## src/logic/bist_ctrl_pkg.sv

```systemverilog
/*
  register map, field layout, reset values and helper functions for the
  buffer memory self-test controller.
  assumes a single 100 MHz system clock and a 32-bit AXI4-Lite master.
*/
`default_nettype none
package bist_ctrl_pkg;
  localparam int unsigned ADDR_W = 13;
  localparam int unsigned DATA_W = 8;
  localparam int unsigned DEC_W = 4;

  localparam logic [DEC_W-1:0] OFF_CTRL = 4'h0;
  localparam logic [DEC_W-1:0] OFF_SEED = 4'h4;
  localparam logic [DEC_W-1:0] OFF_END = 4'h8;
  localparam logic [DEC_W-1:0] OFF_ADDR = 4'hc;

  localparam int unsigned BIT_BUSY = 0;
  localparam int unsigned BIT_TME = 1;

  localparam logic [1:0] PAT_RANDOM = 2'h0;
  localparam logic [1:0] PAT_ADDRESS = 2'h1;
  localparam logic [1:0] PAT_SHIFT = 2'h2;
  localparam logic [1:0] PAT_RESERVED = 2'h3;

  localparam logic [1:0] RESP_OKAY = 2'h0;
  localparam logic [1:0] RESP_SLVERR = 2'h2;

  localparam logic [DATA_W-1:0] SEED_RESET = 8'h01;
  localparam logic [ADDR_W-1:0] END_RESET = 13'h1fff;
  localparam logic [DATA_W-1:0] LFSR_TAPS = 8'hb8;

  // control byte minus the busy bit, msb first as it sits in the register
  typedef struct packed {
    logic [2:0] pattern_shift_amount;
    logic port_swap;
    logic [1:0] fill_pattern_selector;
    logic test_mode_enable;
  } ctrl_t;

  localparam ctrl_t CTRL_RESET = '0;

  typedef struct packed {
    logic we;
    logic [ADDR_W-1:0] addr;
    logic [DATA_W-1:0] data;
  } mem_req_t;

  typedef enum logic {
    ST_IDLE = 1'b0,
    ST_FILL = 1'b1
  } state_t;

  function automatic logic [DATA_W-1:0] rotl8(input logic [DATA_W-1:0] v,
                                              input logic [2:0] n);
    logic [2*DATA_W-1:0] wide;
    wide = {v, v} << n;
    return wide[2*DATA_W-1:DATA_W];
  endfunction

  function automatic logic [DATA_W-1:0] lfsr8(input logic [DATA_W-1:0] v);
    return {v[DATA_W-2:0], ^(v & LFSR_TAPS)};
  endfunction
endpackage
`default_nettype wire

```

## src/logic/buffer_memory_self_test_control.sv

```systemverilog
/*
  buffer memory self-test controller: control register over AXI4-Lite,
  fill engine and the dma/self-test memory port swap.
  assumes the dma request arrives on aclk and the memory samples both
  ports on aclk; one write location per cycle while a test runs.
*/
// Implementation choices: register access over AXI4-Lite and the placing of the registers.
// Functional notes
// [RQ1] port select one swaps dma and test ports
// [RQ2] selector: random, address, shifting fill; 11 reserved
// [RQ3] test mode enable puts memory in test
// [RQ4] busy reads one, hardware clears at end
// [RQ5] shifting fill shifts data by amount per location
// [RQ6] shift amount ignored unless selector is 10
// [RQ7] software enables test, then starts, then polls busy
`default_nettype none
module buffer_memory_self_test_control
  import bist_ctrl_pkg::*;
(
  input wire logic aclk,
  input wire logic aresetn,
  input wire logic [31:0] awaddr,
  input wire logic [2:0] awprot,
  input wire logic awvalid,
  output logic awready,
  input wire logic [31:0] wdata,
  input wire logic [3:0] wstrb,
  input wire logic wvalid,
  output logic wready,
  output logic [1:0] bresp,
  output logic bvalid,
  input wire logic bready,
  input wire logic [31:0] araddr,
  input wire logic [2:0] arprot,
  input wire logic arvalid,
  output logic arready,
  output logic [31:0] rdata,
  output logic [1:0] rresp,
  output logic rvalid,
  input wire logic rready,
  input wire mem_req_t dma_req,
  output mem_req_t mem_port_a,
  output mem_req_t mem_port_b,
  output logic test_mode
);
  ctrl_t ctrl;
  state_t state;
  logic [DATA_W-1:0] seed;
  logic [DATA_W-1:0] fill;
  logic [ADDR_W-1:0] end_addr;
  logic [ADDR_W-1:0] bist_addr;

  // write channel: both address and data must be present before the
  // single-cycle ready pulse, so the two are taken on the same edge
  wire logic next_awready = awvalid & wvalid & ~awready & ~bvalid;
  wire logic wr_go = awready & awvalid & wvalid;
  wire logic [DEC_W-1:0] wr_idx = awaddr[DEC_W-1:0];
  wire logic wr_hi_zero = (awaddr[31:DEC_W] == '0);
  wire logic wr_ctrl = wr_go & wr_hi_zero & (wr_idx == OFF_CTRL);
  wire logic wr_seed = wr_go & wr_hi_zero & (wr_idx == OFF_SEED);
  wire logic wr_end = wr_go & wr_hi_zero & (wr_idx == OFF_END);
  wire logic wr_addr = wr_go & wr_hi_zero & (wr_idx == OFF_ADDR);
  wire logic wr_hit = wr_ctrl | wr_seed | wr_end | wr_addr;

  wire logic busy = (state == ST_FILL);
  wire ctrl_t wr_ctrl_val = wdata[DATA_W-1:1];
  // a start is taken only from idle and only with test mode set in the
  // same write, whatever the enable held before; writing zero to busy never aborts a test
  wire logic start_req = wr_ctrl & wstrb[0] & wdata[BIT_BUSY] & ~busy &
                         wr_ctrl_val.test_mode_enable;
  wire logic last_loc = busy & (bist_addr == end_addr);

  // fill data generation
  wire logic [1:0] pat = ctrl.fill_pattern_selector;
  wire logic pat_shift = (pat == PAT_SHIFT);
  wire logic pat_addr = (pat == PAT_ADDRESS);
  wire logic [DATA_W-1:0] shift_next = rotl8(fill, ctrl.pattern_shift_amount); // RQ5
  // RQ6: the shift amount only reaches the data path in shifting fill
  wire logic [DATA_W-1:0] next_fill = pat_shift ? shift_next : lfsr8(fill); // RQ2 RQ6
  wire logic [DATA_W-1:0] bist_data = pat_addr ? bist_addr[DATA_W-1:0] : fill; // RQ2
  wire mem_req_t bist_req = '{we: busy, addr: bist_addr, data: bist_data};

  // port steering, registered at the memory boundary
  wire logic swap = ctrl.port_swap;
  wire mem_req_t next_port_a = swap ? bist_req : dma_req; // RQ1
  wire mem_req_t next_port_b = swap ? dma_req : bist_req; // RQ1

  // read channel
  wire logic next_arready = arvalid & ~arready & ~rvalid;
  wire logic rd_go = arready & arvalid;
  wire logic [DEC_W-1:0] rd_idx = araddr[DEC_W-1:0];
  wire logic rd_hi_zero = (araddr[31:DEC_W] == '0);
  wire logic rd_ctrl = rd_hi_zero & (rd_idx == OFF_CTRL);
  wire logic rd_seed = rd_hi_zero & (rd_idx == OFF_SEED);
  wire logic rd_end = rd_hi_zero & (rd_idx == OFF_END);
  wire logic rd_addr = rd_hi_zero & (rd_idx == OFF_ADDR);
  wire logic rd_hit = rd_ctrl | rd_seed | rd_end | rd_addr;
  wire logic [31:0] ctrl_word = {24'h000000, ctrl, busy}; // RQ4
  wire logic [31:0] rd_word =
    rd_ctrl ? ctrl_word :
    rd_seed ? {24'h000000, seed} :
    rd_end ? {19'h00000, end_addr} :
    rd_addr ? {19'h00000, bist_addr} : 32'h00000000;

  always_ff @(posedge aclk) begin
    if (!aresetn) begin
      awready <= 1'b0;
      wready <= 1'b0;
      bvalid <= 1'b0;
      bresp <= RESP_OKAY;
    end else begin
      awready <= next_awready;
      wready <= next_awready;
      if (wr_go) begin
        bvalid <= 1'b1;
        bresp <= wr_hit ? RESP_OKAY : RESP_SLVERR;
      end else if (bready) begin
        bvalid <= 1'b0;
      end
    end
  end

  always_ff @(posedge aclk) begin
    if (!aresetn) begin
      arready <= 1'b0;
      rvalid <= 1'b0;
      rdata <= 32'h00000000;
      rresp <= RESP_OKAY;
    end else begin
      arready <= next_arready;
      if (rd_go) begin
        rvalid <= 1'b1;
        rdata <= rd_word;
        rresp <= rd_hit ? RESP_OKAY : RESP_SLVERR;
      end else if (rready) begin
        rvalid <= 1'b0;
      end
    end
  end

  // configuration registers; the current address register is read-only
  always_ff @(posedge aclk) begin
    if (!aresetn) begin
      ctrl <= CTRL_RESET;
      seed <= SEED_RESET;
      end_addr <= END_RESET;
    end else begin
      if (wr_ctrl && wstrb[0]) begin
        ctrl <= wr_ctrl_val;
      end
      if (wr_seed && wstrb[0]) begin
        seed <= wdata[DATA_W-1:0];
      end
      // end address spans lanes 0 and 1; each lane updates on its own strobe
      if (wr_end && wstrb[0]) begin
        end_addr[DATA_W-1:0] <= wdata[DATA_W-1:0];
      end
      if (wr_end && wstrb[1]) begin
        end_addr[ADDR_W-1:DATA_W] <= wdata[ADDR_W-1:DATA_W];
      end
    end
  end

  // fill engine: one location per cycle from address zero to end_addr
  always_ff @(posedge aclk) begin
    if (!aresetn) begin
      state <= ST_IDLE;
      bist_addr <= '0;
      fill <= SEED_RESET;
    end else begin
      case (state)
        ST_IDLE: begin
          if (start_req) begin
            state <= ST_FILL; // RQ4
            bist_addr <= '0;
            fill <= seed;
          end
        end
        ST_FILL: begin
          fill <= next_fill; // RQ5
          if (last_loc) begin
            state <= ST_IDLE; // RQ4
          end else begin
            bist_addr <= bist_addr + 1'b1;
          end
        end
        default: begin
          state <= ST_IDLE;
        end
      endcase
    end
  end

  always_ff @(posedge aclk) begin
    if (!aresetn) begin
      mem_port_a <= '0;
      mem_port_b <= '0;
      test_mode <= 1'b0;
    end else begin
      mem_port_a <= next_port_a;
      mem_port_b <= next_port_b;
      test_mode <= ctrl.test_mode_enable; // RQ3
    end
  end
endmodule
`default_nettype wire

```

## config.mk

```make
export PLATFORM = sky130hd
export DESIGN_NAME = buffer_memory_self_test_control
export DESIGN_NICKNAME = d
export VERILOG_FILES = /design/src/logic/bist_ctrl_pkg.sv /design/src/logic/buffer_memory_self_test_control.sv
export SDC_FILE = /design/constraint.sdc
export NUM_CORES = 1
export LEC_CHECK = 0
export BUFFER_PORTS_ARGS = -buffer_cell sky130_fd_sc_hd__buf_2
export CORE_MARGIN = 4
export CORE_UTILIZATION = 45
export DETAILED_ROUTE_END_ITERATION = 7
export GPL_TIMING_DRIVEN = 1
export PLACE_DENSITY = 0.74
export SYNTH_ARGS = -nofsm -noshare
export SYNTH_HDL_FRONTEND = slang
export SYNTH_SLANG_ARGS = --single-unit
```

## constraint.sdc

```tcl
create_clock -name aclk -period 2.2 [get_ports aclk]
set_input_delay 0.11 -clock aclk [delete_from_list [all_inputs] [get_ports aclk]]
set_output_delay 0.11 -clock aclk [all_outputs]
set_load 0.01 [all_outputs]
```

==> results of run 1 <==
## report_power, final
part	switching [mW]	internal, mW
Clock	0.928	1.87
Combinational	0.183	0.201
Sequential	0.00795	2.09
Total	1.12	4.16
## registers in the layout, indices dropped and copies added (netlist names), 4 cells and up
register    flops
bist_addr      13
ctrl            4
end_addr       13
fill            8
mem_port_a     22
mem_port_b     22
rdata          13
seed            8
## area by class of cell
| class | count | area share (%) |
|---|---|---|
| clock inverter | 12 | 2.11 |
| sequential | 114 | 29.2 |
| tap | 172 | 2.75 |
| clock buffer | 19 | 5.54 |
| timing repair buffer | 236 | 18.6 |
| inverter | 5 | 0.240 |
| multi-input combinational | 427 | 41.5 |
## cell usage in the layout (no fill, tap or decap), types with 15 or more instances in the layout
master           n
dlygate4sd3_1   41
clkbuf_16       17
xnor2_1         15
mux4_2          16
nand3_1         34
dfxtp_1        113
conb_1          21
mux2i_1         71
nor2b_1         57
o21ai_0         29
buf_2          172
nand2_1         44
buf_4           22
## metrics by stage
stage	cells	total power, mW	hold slack (ps)	util (%)	cell area (um^2)
finish	985	5.28	19.2	61.9	7820
global route	985	5.45	40.1	61.9	7820
global placement	913	2.46	349	53.9	6800
floorplan	611	2.32	238	-	5860
detailed placement	913	2.47	360	53.9	6800
CTS	985	5.32	4.27	61.8	7800
## final timing paths
check | endpoint | slack (ps) | from | cells past startpoint
setup / recovery | bist_addr[10] | 150 | wready | 5
hold / removal | end_addr[8] | 20 | wstrb[1] | 3
setup reg to reg | bist_addr[10] | 150 | wready | 5
hold reg to reg | wready | 440 | bvalid | 1
## critical path: stages, from the launching register on
cell and delay, ps:
dfxtp_1 350, and3_1 240, nand3_1 240, o31a_4 490, or4_1 520, a21oi_1 150
## metal layers
layer  up-vias  global-route usage, %  routed length (um)
li1       2520                      -                   -
met1      2479                   26.4                6550
met2       214                   37.8                8250
met3        48                   4.57                1120
met4         0                   11.9                 639
met5         -                      0                   0
## cells by family (layout without fill, tap and decap cells)
| family | after synthesis | after routing | share of synthesized area [%] |
|---|---|---|---|
| fa+ha+maj | 1 | 1 | 0.216 |
| flops | 114 | 114 | 39.5 |
| other cells | 1 | 21 | 0.0648 |
| simple gates | 216 | 216 | 22.9 |
| compound gates | 81 | 81 | 9.37 |
| xor+xnor | 16 | 16 | 2.42 |
| buf+inv | 70 | 272 | 6.04 |
| mux | 92 | 92 | 19.5 |
## repair_timing
item | in CTS | in global routing
resized for setup | 0 | 3
setup endpoints to repair | 0 | 9
endpoints found under the hold margin | 57 | 0
hold buffers | 41 | 0
==> results.yml, run 1 <==
final_layout:
  regArea_um2: 2280
  drive_above_1_share_pct: 31.9
  fillers: 1048
  num_antenna_cells: 0
  nets: 937
  multi_input_area_um2: 3250
  syn_to_final_growth_pct: 35.2
global_route:
  grt_pass1_vias: 5234
  grt_pass1_wl_mm: 25.8
  overflow: 0
  antenna_found_initial: 0
  grt_max_degree: 61
  grt_use_total_pct: 22.3
route:
  firstDrtPassIters: 5
  ant_nets: 0
  wirelength_mm: 16.6
  num_vias: 5261
  drc: 0
  first_iter_violations: 313
  via_per_inst: 5.34
  wl_per_cell_um: 16.8
worst_setup_path:
  cp-start-kind: "flip-flop"
  path_max_fanout: 17
  cp-end-kind: "flip-flop"
  cp.required_ps: 2540
  cp.arrival_ps: 2390
  crit_type: "flip-flop to flip-flop"
clocking:
  cts_root_buf: "clkbuf_16"
  cts_tree: "built"
  insertion_delay_ps: 410
  cts.sinks: 114
  htreeDepth: 4
  cts_setup_buffers: 0
  clkTransAtPathRegs_ps: 50
  cts_buffers: 17
  clockBufferDepth: 2
job:
  drv_cap: 0
hold_path:
  hold_class: "primary input to flip-flop"
timing:
  fin_worst_skew_ps: 7.08
  worst_pin_slew_ps: 589
  fin_crit_sh_pct: 93.2
  finalSetupViolCount: 0
  tns_ps: 0
  final_hold_viol_count: 0
  setup_slack_ps: 149
  clock.fmax_mhz: 488
  final_max_slew_viol_count: 0
  rsz0062_at_grt: "no"
  finalCriticalPeriod_ps: 2050
  slew_headroom_pct: 60.7
placed_design:
  gp_congestion: 0.910
  dp_hpwl_mm: 11.8
  io_buffers: 172
  place_ws_ps: 62.9
logic_synthesis:
  synth-edff-count: 0
  ys_ff_latch: 114
  ys.warnings.count: 0
  synth_commonest_cells: "dfxtp_1 (114), mux2i_1 (71), nor2b_1 (57)"
  async_flop_share_pct: 0
  synth.top_cells.by_area: "dfxtp_1 (39%), mux2i_1 (12%), mux4_2 (6.2%), nor2b_1 (6.2%), nand3_1 (2.9%)"
  synth_cell_types: 48
  post-synth-top-count-cell: "dfxtp_1"
  syn_inst: 591
  yosysTopAreaCell: "dfxtp_1"
  syn_avg_cell_area_um2: 9.79
  ys.flop_type: "dfxtp_1"
  ys_seq_area_share_pct: 39.5
  netlist.area_leader.share_pct: 39.5
  synth_area_um2: 5780
die:
  io_pins: 221
  initial_core_util_pct: 45.8
  die_w_um: 121
  dieArea_um2: 14700
  row_count: 41
  coreArea_um2: 12600
  die_h_um: 121
power_and_ir_drop:
  powerDensity_nw_per_um2: 676
  p_leak_nw: 3.15
  irDropWorstVdd_mv: 0.534
run_status:
  outcome: "completed"
No activity file was read; power rests on OpenSTA's default activity.
==> run 2: changes to the inputs <==
Settings changed: REMOVE_ABC_BUFFERS from default to 1.
==> results.yml, run 2 (synthesized netlist as in run 1, its figures left out) <==
run_status:
  outcome: "completed"
hold_path:
  hold_class: "primary input to flip-flop"
worst_setup_path:
  cp-startpoint: "wready"
  reg2reg_depth: 8
  cp-start-kind: "flip-flop"
  path_max_fanout: 4
  cp-endpoint: "end_addr[10]"
  regToRegSetupSlack_ps: 90
  timing.rr.end: "end_addr[10]"
  cp.arrival_ps: 2460
  cp-end-kind: "flip-flop"
  cp.required_ps: 2550
  crit_type: "flip-flop to flip-flop"
  r2r-start: "wready"
clocking:
  cts_tree: "built"
  cts_buffers: 17
  htreeDepth: 4
  clkTransAtPathRegs_ps: 50
  insertion_delay_ps: 410
  cts.sinks: 114
  clockBufferDepth: 2
  cts_root_buf: "clkbuf_16"
timing:
  finalCriticalPeriod_ps: 2110
  final_hold_viol_count: 0
  worst_pin_slew_ps: 590
  slew_headroom_pct: 60.6
  clock.fmax_mhz: 474
  tns_ps: 0
  final_max_slew_viol_count: 0
  fin_crit_sh_pct: 96.0
  rsz0062_at_grt: "no"
  finalSetupViolCount: 0
  fin_worst_skew_ps: 7.68
die:
  initial_core_util_pct: 45.8
  coreArea_um2: 12600
  dieArea_um2: 14700
  die_h_um: 121
  row_count: 41
  io_pins: 221
  die_w_um: 121
global_route:
  grt_pass1_wl_mm: 26.8
  grt_use_total_pct: 23.1
  overflow: 0
  antenna_found_initial: 0
  grt_max_degree: 61
  grt_pass1_vias: 5364
final_layout:
  fillers: 1066
  drive_above_1_share_pct: 32.7
  final_area_um2: 7860
  final_cells: 992
  reg_top3: "mem_port_a (22), mem_port_b (22)"
  final_common_cell: "buf_2"
  num_antenna_cells: 0
  syn_to_final_growth_pct: 35.9
  nets: 945
  layout_common_cells: "buf_2 (172), dfxtp_1 (113), mux2i_1 (71)"
route:
  num_vias: 5400
  wirelength_mm: 16.8
  drc: 0
  via_per_inst: 5.44
  first_iter_violations: 340
  firstDrtPassIters: 5
  ant_nets: 0
  wl_per_cell_um: 17.0
power_and_ir_drop:
  powerDensity_nw_per_um2: 656
  irDropWorstVdd_mv: 0.438
  p_leak_nw: 3.15
placed_design:
  io_buffers: 172
  dp_hpwl_mm: 11.9
  place_inst: 920
  dpl_cell_area_um2: 6850
  gp_congestion: 0.872
job:
  drv_cap: 0
run 2: cell count changes in the layout (fill, tap and decap cells not counted), moves of 2 or more:
| cell | before | now |
|---|---|---|
| clkbuf_8 | 0 | 8 |
| buf_4 | 22 | 31 |
| bufinv_16 | 4 | 1 |
| clkinvlp_4 | 2 | 0 |
| clkinv_2 | 6 | 3 |
run 2: layer usage:
metal  global-route usage (%)  wire (um)  vias up
li1                         -          -     2544
met1                     28.9       6970     2570
met2                     37.6       8080      239
met3                     5.41       1220       47
met4                     10.8        550        0
met5                        0          0        -
run 2: per-stage QoR:
stage	setup WS [ps]	hold slack, ps	power, mW	utilization (%)
2_1_floorplan	-337	172	2.26	-
3_3_place_gp	172	348	2.45	54.3
3_5_place_dp	91.5	350	2.46	54.3
4_1_cts	37.8	0.353	5.19	62.1
5_1_grt	9.83	14.7	5.34	62.3
6_report	88.1	13.7	5.15	62.3
run 2: layout make-up:
| cell class | instances | area (um^2) | share of cell area, % |
|---|---|---|---|
| tap | 172 | 215 | 2.74 |
| inverter | 5 | 18.8 | 0.239 |
| clock buffer | 26 | 539 | 6.86 |
| multi-input combinational | 427 | 3240 | 41.3 |
| sequential | 114 | 2280 | 29.1 |
| clock inverter | 4 | 45.0 | 0.573 |
| timing repair buffer | 244 | 1510 | 19.3 |
run 2: repair_timing:
item,4_1_cts,5_1_grt
hold buffers,40,0
hold endpoints to repair,58,0
buffers inserted,0,2
gates resized for setup,0,2
setup endpoints to repair,0,1
run 2: how the worst min path moves through the flow:
stage,slack [ps],endpoint,cells past startpoint,from
2_1_floorplan,170,seed[0],1,aresetn
3_3_place_gp,350,mem_port_a[2],2,dma_req[2]
3_5_place_dp,350,mem_port_a[0],2,dma_req[0]
4_1_cts,0.4,bvalid,3,bready
5_1_grt,10,bvalid,3,bready
6_report,10,bvalid,3,bready
run 2: power breakdown:
part           switching [mW]  internal, mW  total [mW]
clock network           0.899          1.77        2.67
registers             0.00772          2.09        2.10
logic                   0.181         0.199       0.380
total                    1.09          4.07        5.15
run 2: worst max-delay path, stage by stage (launching register included):
cell and delay, ps:
dfxtp_1 350, and3_4 220, nand3_1 130, buf_4 200
nor4_2 210, buf_4 170, nand3_1 100, dlygate4sd3_1 590
nand3_1 90
==> run 3: changes to the inputs <==
Settings changed: CAP_MARGIN from default to 20, CORE_UTILIZATION 45 to 50, PLACE_DENSITY 0.74 to 0.81, SKIP_LAST_GASP from default to 1.
==> results.yml, run 3 (synthesized netlist as in run 1, its figures left out) <==
final_layout:
  num_antenna_cells: 0
  layout_common_cells: "buf_2 (172), dfxtp_1 (113), mux2i_1 (71)"
  final_area_um2: 7770
  drive_above_1_share_pct: 32.0
  syn_to_final_growth_pct: 34.4
  fillers: 830
  final_common_cell: "buf_2"
  final_util_pct: 68.3
  reg_top3: "mem_port_a (22), mem_port_b (22)"
  nets: 940
route:
  drc: 0
  via_per_inst: 5.61
  wl_per_cell_um: 17.0
  ant_nets: 0
  firstDrtPassIters: 5
  first_iter_violations: 339
  num_vias: 5373
  wirelength_mm: 16.3
clocking:
  insertion_delay_ps: 410
  clockBufferDepth: 2
  cts.sinks: 114
  cts_setup_buffers: 0
  cts_root_buf: "clkbuf_16"
  htreeDepth: 4
  cts_tree: "built"
  clkTransAtPathRegs_ps: 50
  cts_buffers: 17
worst_setup_path:
  path_max_fanout: 13
  cp.arrival_ps: 2340
  cp-end-kind: "flip-flop"
  cp-start-kind: "flip-flop"
  reg2reg_depth: 5
  crit_type: "flip-flop to flip-flop"
  cp.required_ps: 2460
power_and_ir_drop:
  p_leak_nw: 3.13
  powerDensity_nw_per_um2: 674
  irDropWorstVdd_mv: 0.578
timing:
  clock.fmax_mhz: 482
  worst_pin_slew_ps: 564
  rsz0062_at_grt: "yes"
  fin_crit_sh_pct: 94.2
  finalSetupViolCount: 0
  final_hold_viol_count: 0
  finalCriticalPeriod_ps: 2070
  fin_hold_ws_ps: 9.58
  final_max_slew_viol_count: 0
  fin_worst_skew_ps: 5.90
  slew_headroom_pct: 62.4
die:
  die_w_um: 116
  die_h_um: 116
  coreArea_um2: 11400
  initial_core_util_pct: 50.9
  dieArea_um2: 13400
  row_count: 39
  io_pins: 221
placed_design:
  gp_congestion: 0.859
  io_buffers: 172
  dp_hpwl_mm: 11.8
  dpl_cell_area_um2: 6790
global_route:
  grt_use_total_pct: 23.9
  grt_pass1_wl_mm: 25.2
  overflow: 0
  antenna_found_initial: 0
  grt_max_degree: 44
  grt_pass1_vias: 5236
run_status:
  outcome: "completed"
job:
  drv_cap: 0
hold_path:
  holdPathStages: 3
  hold_class: "primary input to flip-flop"
-- run 3: cell types whose count changed in the layout (fill, tap and decap cells not counted), sizes merged --
cell | previous run | this run
buf | 204 | 201
dlygate4sd3 | 40 | 38
bufinv | 1 | 3
clkinv | 3 | 2
clkbuf | 26 | 25
-- run 3: layer usage --
metal / vias to the layer above / part of all wire [%] / global-route usage, %
met2: 302 / 48 / 38.9
met3: 52 / 8.8 / 5.85
met5: - / 0 / 0
li1: 2523 / - / -
met4: 0 / 3.5 / 11.3
met1: 2496 / 40 / 29.7
-- run 3: area by class of cell --
cell class | instances | area (um^2) | share of cell area [%]
Clock buffer | 25 | 495 | 6.38
Timing Repair Buffer | 239 | 1460 | 18.8
Sequential cell | 114 | 2280 | 29.4
Clock inverter | 5 | 100 | 1.29
Inverter | 5 | 18.8 | 0.242
Multi-Input combinational cell | 427 | 3230 | 41.6
Tap cell | 143 | 179 | 2.30
-- run 3: repair_timing --
action / in CTS / in global routing
resized for setup: 0 / 1
setup endpoints to repair: 0 / 5
hold endpoints to repair: 47 / 0
hold buffers: 38 / 0
-- run 3: through the flow --
step	TNS, ps	worst slack (ps)	instances	power, mW
6_report	0	127	958	5.24
2_1_floorplan	-2410	-337	546	2.26
5_1_grt	-0.981	-0.981	958	5.39
4_1_cts	0	112	958	5.27
3_5_place_dp	0	42.6	890	2.46
3_3_place_gp	0	138	890	2.45
-- run 3: worst max-delay path: stages, from the launching register on --
cell     delay, ps
dfxtp_1        350
and3_1         230
nand3_1        180
or4_1          740
o21ai_0        300
nand3_1        120
-- run 3: final timing paths --
kind,slack [ps],endpoint,startpoint
hold / removal,10,bvalid,bready
setup / recovery,130,end_addr[7],wready
hold reg to reg,440,wready,bvalid
setup reg to reg,130,end_addr[7],wready
-- run 3: report_power, final --
| group | switching, mW | internal (mW) | total (mW) |
|---|---|---|---|
| Clock | 0.876 | 1.88 | 2.76 |
| Combinational | 0.179 | 0.198 | 0.377 |
| Sequential | 0.00832 | 2.10 | 2.10 |
| Total | 1.06 | 4.18 | 5.24 |
